**config.mk**
```make
export PLATFORM = sky130hd
export DESIGN_NAME = bcd_binary_converter
export DESIGN_NICKNAME = d
export VERILOG_FILES = /design/src/logic/bcd_conv_pkg.sv /design/src/logic/radix_core.sv /design/src/logic/bcd_binary_converter.sv
export SDC_FILE = /design/constraint.sdc
export NUM_CORES = 1
export LEC_CHECK = 0
export BUFFER_PORTS_ARGS = -buffer_cell sky130_fd_sc_hd__buf_4
export CORE_ASPECT_RATIO = 2
export CORE_UTILIZATION = 55
export CTS_CLUSTER_DIAMETER = 200
export DETAILED_ROUTE_END_ITERATION = 7
export PLACE_DENSITY = 0.74
export SLEW_MARGIN = 30
export SYNTH_ARGS = -nofsm -noshare
export SYNTH_HDL_FRONTEND = slang
export SYNTH_SLANG_ARGS = --single-unit
```
**constraint.sdc**
```tcl
create_clock -name clk_sys -period 0.8 [get_ports clk_sys]
set_input_delay 0.08 -clock clk_sys [delete_from_list [all_inputs] [get_ports clk_sys]]
set_output_delay 0.08 -clock clk_sys [all_outputs]
set_load 0.01 [all_outputs]
```
**src/logic/bcd_conv_pkg.sv**
```systemverilog
package bcd_conv_pkg;

	localparam int          WORD_W       = 32;
	localparam int          NIBBLE_W     = 4;
	localparam int          DIGITS       = 8;
	localparam int          MAG_DIGITS   = 7;
	localparam int          MAG_W        = 24;
	localparam int          BCD_W        = MAG_DIGITS * NIBBLE_W;

	// integer reading of the all-nines BCD word, 161061273
	localparam logic [31:0] BCD_POS_LIMIT = 32'h0999_9999;
	// integer reading of the negative limit word, -161061273
	localparam logic [31:0] BCD_NEG_LIMIT = 32'hF666_6667;
	// 9999999 and -9999999
	localparam logic [31:0] BIN_POS_LIMIT = 32'h0098_967F;
	localparam logic [31:0] BIN_NEG_LIMIT = 32'hFF67_6981;

	localparam logic [31:0] RESET_WORD    = 32'h0000_0000;
	localparam logic [31:0] DEC_RADIX     = 32'h0000_000A;
	localparam logic [3:0]  DIGIT_MAX     = 4'h9;
	localparam logic [3:0]  DABBLE_MIN    = 4'h5;
	localparam logic [3:0]  DABBLE_ADD    = 4'h3;
	localparam logic [3:0]  NEG_NIBBLE    = 4'hF;
	localparam logic [3:0]  ZERO_NIBBLE   = 4'h0;
	localparam logic [31:0] SMALL_BIN_MAX = 32'h0000_0063;

	typedef enum logic {
		MODE_BCD,
		MODE_BIN
	} conv_mode_type;

	typedef struct packed {
		conv_mode_type      mode;
		logic [WORD_W-1:0]  word;
	} conv_req_type;

	typedef struct packed {
		logic [WORD_W-1:0]  word;
		logic               saturated;
	} conv_res_type;

	typedef struct packed {
		logic [WORD_W-1:0]  word;
		logic               saturated;
		logic               update;
	} conv_state_type;

endpackage : bcd_conv_pkg

```
**src/logic/radix_core.sv**
```systemverilog
`timescale 1ns/1ps
module radix_core
	import bcd_conv_pkg::*;
(
	input  conv_req_type req,
	output conv_res_type res
);

	logic signed [WORD_W-1:0] src_s;
	logic        [WORD_W-1:0] pattern;
	logic        [WORD_W-1:0] acc;
	logic        [WORD_W-1:0] mag;
	logic        [BCD_W-1:0]  bcd;
	logic        [WORD_W-1:0] bcd_word;

	assign src_s = $signed(req.word);

	always_comb begin
		pattern   = RESET_WORD;
		acc       = RESET_WORD;
		mag       = RESET_WORD;
		bcd       = '0;
		bcd_word  = RESET_WORD;
		res.word  = RESET_WORD;
		res.saturated = 1'b0;
		if (req.mode == MODE_BCD) begin
			if (src_s > $signed(BCD_POS_LIMIT)) begin
				res.word      = BIN_POS_LIMIT;
				res.saturated = 1'b1;
			end else if (src_s < $signed(BCD_NEG_LIMIT)) begin
				res.word      = BIN_NEG_LIMIT;
				res.saturated = 1'b1;
			end else begin
				// negative words are the two's complement of the digits
				pattern = req.word[WORD_W-1] ? -req.word : req.word;
				for (int i = DIGITS - 1; i >= 0; i--) begin
					acc = acc * DEC_RADIX
						+ {28'h0000000, pattern[i*NIBBLE_W +: NIBBLE_W]};
				end
				res.word = req.word[WORD_W-1] ? -acc : acc;
			end
		end else begin
			if (src_s > $signed(BIN_POS_LIMIT)) begin
				res.word      = BCD_POS_LIMIT;
				res.saturated = 1'b1;
			end else if (src_s < $signed(BIN_NEG_LIMIT)) begin
				res.word      = BCD_NEG_LIMIT;
				res.saturated = 1'b1;
			end else begin
				mag = req.word[WORD_W-1] ? -req.word : req.word;
				// shift-add-three over the magnitude bits
				for (int b = MAG_W - 1; b >= 0; b--) begin
					for (int d = 0; d < MAG_DIGITS; d++) begin
						if (bcd[d*NIBBLE_W +: NIBBLE_W] >= DABBLE_MIN) begin
							bcd[d*NIBBLE_W +: NIBBLE_W] =
								bcd[d*NIBBLE_W +: NIBBLE_W] + DABBLE_ADD;
						end
					end
					bcd = {bcd[BCD_W-2:0], mag[b]};
				end
				bcd_word = {ZERO_NIBBLE, bcd};
				res.word = req.word[WORD_W-1] ? -bcd_word : bcd_word;
			end
		end
	end

endmodule : radix_core

```
**src/logic/bcd_binary_converter.sv**
```systemverilog
`timescale 1ns/1ps
module bcd_binary_converter
	import bcd_conv_pkg::*;
#(
	parameter bit RELEASE_BY_ENABLE = 1'b1
) (
	input  wire logic              clk_sys,
	input  wire logic              arst_n,
	input  wire conv_mode_type     mode_sel,
	input  wire logic              enable_in,
	input  wire logic [WORD_W-1:0] source_word_in,
	output logic      [WORD_W-1:0] converted_word_out,
	output logic                   saturated_out,
	output logic                   update_out
);

	conv_state_type state_q;
	conv_state_type state_d;
	conv_req_type   core_req;
	conv_res_type   core_res;
	logic           run;

	assign core_req.mode = mode_sel;
	assign core_req.word = source_word_in;

	radix_core u_core (
		.req (core_req),
		.res (core_res)
	);

	// enable honoured only when the release parameter is set
	assign run = !RELEASE_BY_ENABLE || enable_in;

	always_comb begin
		state_d        = state_q;
		state_d.update = 1'b0;
		if (run) begin
			state_d.word      = core_res.word;
			state_d.saturated = core_res.saturated;
			state_d.update    = 1'b1;
		end
	end

	always_ff @(posedge clk_sys or negedge arst_n) begin
		if (!arst_n) begin
			state_q.word      <= RESET_WORD;
			state_q.saturated <= 1'b0;
			state_q.update    <= 1'b0;
		end else begin
			state_q <= state_d;
		end
	end

	assign converted_word_out = state_q.word;
	assign saturated_out      = state_q.saturated;
	assign update_out         = state_q.update;
endmodule : bcd_binary_converter

```
==> qor.txt, run 1 <==
status -> stopped before the end
Stopped at -> global routing
error msg -> [ERROR GRT-0116] Global routing finished with congestion. Check the congestion regions in the DRC Viewer.
CTS Buf Count -> 5
Seq cells post-synth -> 34
H-tree depth -> 2
dpl hpwl -> 80.29 mm
number of global-route vias before repair -> 38870
cell taking the most area after synthesis -> ha_1
gpl congestion -> 1.015
clk buf depth -> 2
die width -> 154.1 um
Post-synth EDFFs -> 0
Starting Density -> 55.70%
Main synth FF type -> dfrtp_1
DP Cell Count -> 5505
sequential share of the synthesized area -> 3.343%
first-pass GRT wire length -> 194.3 mm
Synth area leaders -> ha_1 (16%), xnor2_1 (6.2%), a21oi_1 (5.7%), xor2_1 (4.9%), nor2_1 (4.6%)
Total GRT Usage -> 51.72%
ys async rst share -> 100.0%
Ys Warns -> 0
mean post-synth cell area -> 7.099 um2
cell row count -> 111
post-synthesis cell area -> 25450 um2
Die Y -> 306.2 um
Top Ports -> 70
cells after synthesis -> 3585
Placed Area -> 37600 um2
clock sink count -> 34
port buffer count -> 69
largest net degree at the start of global routing -> 68
synth unique cells -> 140
top-area cell type share of the netlist area -> 15.98%
total congestion overflow -> 2
CTS root buffer -> clkbuf_16
## routing by layer
layer | global-route usage, % | overflow
met2 | 84.21 | 1
met3 | 25.99 | 0
met1 | 44.54 | 0
met5 | 3.915 | 0
met4 | 52.37 | 1
## cell usage after synthesis (78+ instances only)
library cell	count
a21oi_1	292
clkbuf_1	82
inv_1	215
ha_1	325
xnor2_1	179
o21ai_0	144
nor3_1	91
o21bai_1	78
nor2_1	315
nand3_1	117
and3_1	82
a21o_1	78
xor2_1	142
nand2_1	260
## through the flow
stage	setup slack (ns)	setup TNS [ns]
after CTS	-16.71	-491.59
after global placement	-16.86	-495.52
after detailed placement	-17.58	-514.89
after floorplan	-17.47	-499.72
## logic make-up after synthesis
family,share of synthesized area (%)
muxes,3.328
adders and majority gates,17.12
and+or+nand+nor,23.83
xor gates and xnor gates,11.88
DFF,3.343
AOI/OAI and AO/OA,34.54
buffers and inverters,5.939
other,0.01474
## timing repair
item | CTS
setup endpoints to repair | 67
hold buffers | 1
endpoints found under the hold margin | 34
gates resized for setup | 210
cloned | 1
setup buffers | 79
pin swaps | 131
==> run 2, diff against run 1 <==
--- a/config.mk
+++ b/config.mk
@@ -6,11 +6,9 @@
 export NUM_CORES = 1
 export LEC_CHECK = 0
 export BUFFER_PORTS_ARGS = -buffer_cell sky130_fd_sc_hd__buf_4
-export CORE_ASPECT_RATIO = 2
-export CORE_UTILIZATION = 55
-export CTS_CLUSTER_DIAMETER = 200
+export CORE_UTILIZATION = 40
 export DETAILED_ROUTE_END_ITERATION = 7
-export PLACE_DENSITY = 0.74
+export PLACE_DENSITY_LB_ADDON = 0.15
 export SLEW_MARGIN = 30
 export SYNTH_ARGS = -nofsm -noshare
 export SYNTH_HDL_FRONTEND = slang
==> constraint.sdc (replaced) <==
create_clock -name clk_sys -period 1.05 [get_ports clk_sys]
set_input_delay 0.105 -clock clk_sys [delete_from_list [all_inputs] [get_ports clk_sys]]
set_output_delay 0.105 -clock clk_sys [all_outputs]
set_load 0.01 [all_outputs]
==> run 2 against run 1 <==
Effect of this change: the flow now finishes, with violations (setup timing); synthesized cell count is the same; synthesized area is the same.
==> qor.txt, run 2 <==
status -> finished with violations
failing checks -> setup timing
CP Launch Type -> primary input
Final Net Count -> 5449
CP max-delay cell -> or4_4
Achievable Freq -> 0.05598 GHz
slack of the critical path -> -16.81 ns
post-synthesis cell area -> 25450 um2
port buffer count -> 69
unrepaired setup endpoints after global routing -> true
slowest stage delay, CP -> 0.54 ns
iteration count of the initial detailed-routing pass -> 8
top-area cell type share of the netlist area -> 15.98%
Die Y -> 254.2 um
min Tclk post-route -> 17.86 ns
setup violators final -> 33
Worst Clk Skew -> 0 ns
Routed WL -> 83.01 mm
Post-synth top cells -> ha_1 (325), nor2_1 (315), a21oi_1 (292)
via count -> 32050
crit path capture type -> flop
Setup CP Type -> primary input to flop
Hold Path Depth -> 2
total congestion overflow -> 0
most frequent cells in the layout -> buf_4 (1532), ha_1 (287), nor2_1 (286)
crit path max fanout -> 6
sequential share of the synthesized area -> 3.343%
Seq cells post-synth -> 34
Starting Density -> 40.42%
clk buf depth -> 2
CTS root buffer -> clkbuf_16
drt drc -> 0
cell row count -> 92
Worst Hold Endpoint -> converted_word_out[9]
CTS tree -> done
Worst Min Path Start -> enable_in
first-pass GRT wire length -> 140.7 mm
RR Endpoint -> converted_word_out[12]
Ys Warns -> 0
CTS Buf Count -> 5
mean post-synth cell area -> 7.099 um2
die width -> 254.2 um
# diodes -> 0
synth unique cells -> 140
Tcrit/Tclk final -> 1701%
fin util -> 64.74%
cell taking the most area after synthesis -> ha_1
R2R Setup Slk -> 0.20 ns
worst skew pair latency -> 0.28 ns
via/cell ratio -> 5.413
Filler cells -> 5607
initial antenna violation count -> 0
clock sink count -> 34
gpl congestion -> 0.9546
core area -> 62970 um2
R2R depth -> 2
cells after synthesis -> 3585
dpl hpwl -> 66.14 mm
Main synth FF type -> dfrtp_1
Top Ports -> 70
actual slew at the worst max-slew pin -> 0.8226 ns
class of the worst hold path -> primary input to flop
Iter 0 DRT Violations -> 1840
synth-to-layout area growth -> 60.18%
Post-DRT Antenna Nets -> 0
max-cap violation count -> 0
critical path arrival -> 18.06 ns
Synth area leaders -> ha_1 (16%), xnor2_1 (6.2%), a21oi_1 (5.7%), xor2_1 (4.9%), nor2_1 (4.6%)
largest net degree at the start of global routing -> 70
CP bufs+invs -> 16
share of cells above drive strength 1 -> 41.83%
Total GRT Usage -> 24.96%
final hold viol count -> 0
CTS clk-pin slew, worst paths -> 0.06 ns
max reg flops -> 32
WL/cell -> 14.02 um
reg2reg start -> converted_word_out[12]
CP most frequent cell -> ha_2
Post-synth EDFFs -> 0
ys async rst share -> 100.0%
H-tree depth -> 2
most common cell after layout, fill and taps aside -> buf_4
die area -> 64640 um2
Slew HR -> 45.16%
top-count cell post-synth -> ha_1
number of global-route vias before repair -> 31430
worst path required time -> 1.25 ns
delay-heaviest family, CP -> simple AND/OR/NAND/NOR gates
Max Transition Viols Final -> 0
==> run 2: worst register-to-register path, cell delays in order (launching register included) <==
cell and delay [ns]:
dfrtp_1 0.39, nor2b_1 0.14, a31o_2 0.21
==> run 2: kinds of logic after synthesis <==
group	synth area share, %
xor+xnor	11.88
compound gates	34.54
fa+ha+maj	17.12
flops	3.343
buf+inv	5.939
other cells	0.01474
simple gates	23.83
mux	3.328
==> run 2: worst max-delay path by stage <==
stage	end	slack [ns]	cells after the start	start
after floorplan	converted_word_out[24]	-17.24	109	source_word_in[4]
after global placement	converted_word_out[24]	-16.51	106	source_word_in[1]
after detailed placement	converted_word_out[31]	-17.00	107	source_word_in[1]
after CTS	converted_word_out[27]	-16.34	109	source_word_in[0]
after global routing	converted_word_out[18]	-17.65	110	source_word_in[6]
final	converted_word_out[18]	-16.81	106	source_word_in[6]
==> run 2: layout make-up <==
| class | count | area (um2) | share of cell area (%) |
|---|---|---|---|
| Clock buffer | 5 | 125.1 | 0.3069 |
| Clock inverter | 3 | 68.82 | 0.1688 |
| Inverter | 247 | 962.2 | 2.360 |
| Multi-Input combinational cell | 3182 | 25240 | 61.92 |
| Sequential cell | 34 | 850.8 | 2.087 |
| Tap cell | 846 | 1059 | 2.597 |
| Timing Repair Buffer | 1604 | 12460 | 30.56 |
==> run 2: metrics by stage <==
stage | setup slack (ns) | area [um2] | setup TNS, ns | hold WS [ns] | std cells
6_report | -16.81 | 40760 | -495.11 | 0.2419 | 5921
2_1_floorplan | -17.24 | 26400 | -492.29 | -0.1906 | 3588
4_1_cts | -16.34 | 40000 | -481.44 | 0.2358 | 5891
5_1_grt | -17.65 | 40760 | -520.00 | 0.2661 | 5921
3_5_place_dp | -17.00 | 37840 | -500.17 | 0.07678 | 5775
3_3_place_gp | -16.51 | 37840 | -487.24 | 0.07659 | 5775
==> run 2: layer usage <==
metal / global-route usage (%) / wire [um]
met1: 31.43 / 37820
met2: 46.52 / 41140
met4: 4.991 / 1562
met3: 1.245 / 2488
met5: 0 / 0
==> run 2: timing repair <==
action	in CTS	in global routing
hold buffers	1	0
setup endpoints to repair	33	33
cloned	3	0
pin swaps	127	127
buffers inserted	109	30
gates resized for setup	253	113
hold endpoints to repair	34	0
Power of run 2 is not shown: default switching activity piles up to over one toggle a cycle in this logic, so the estimate is an artifact.
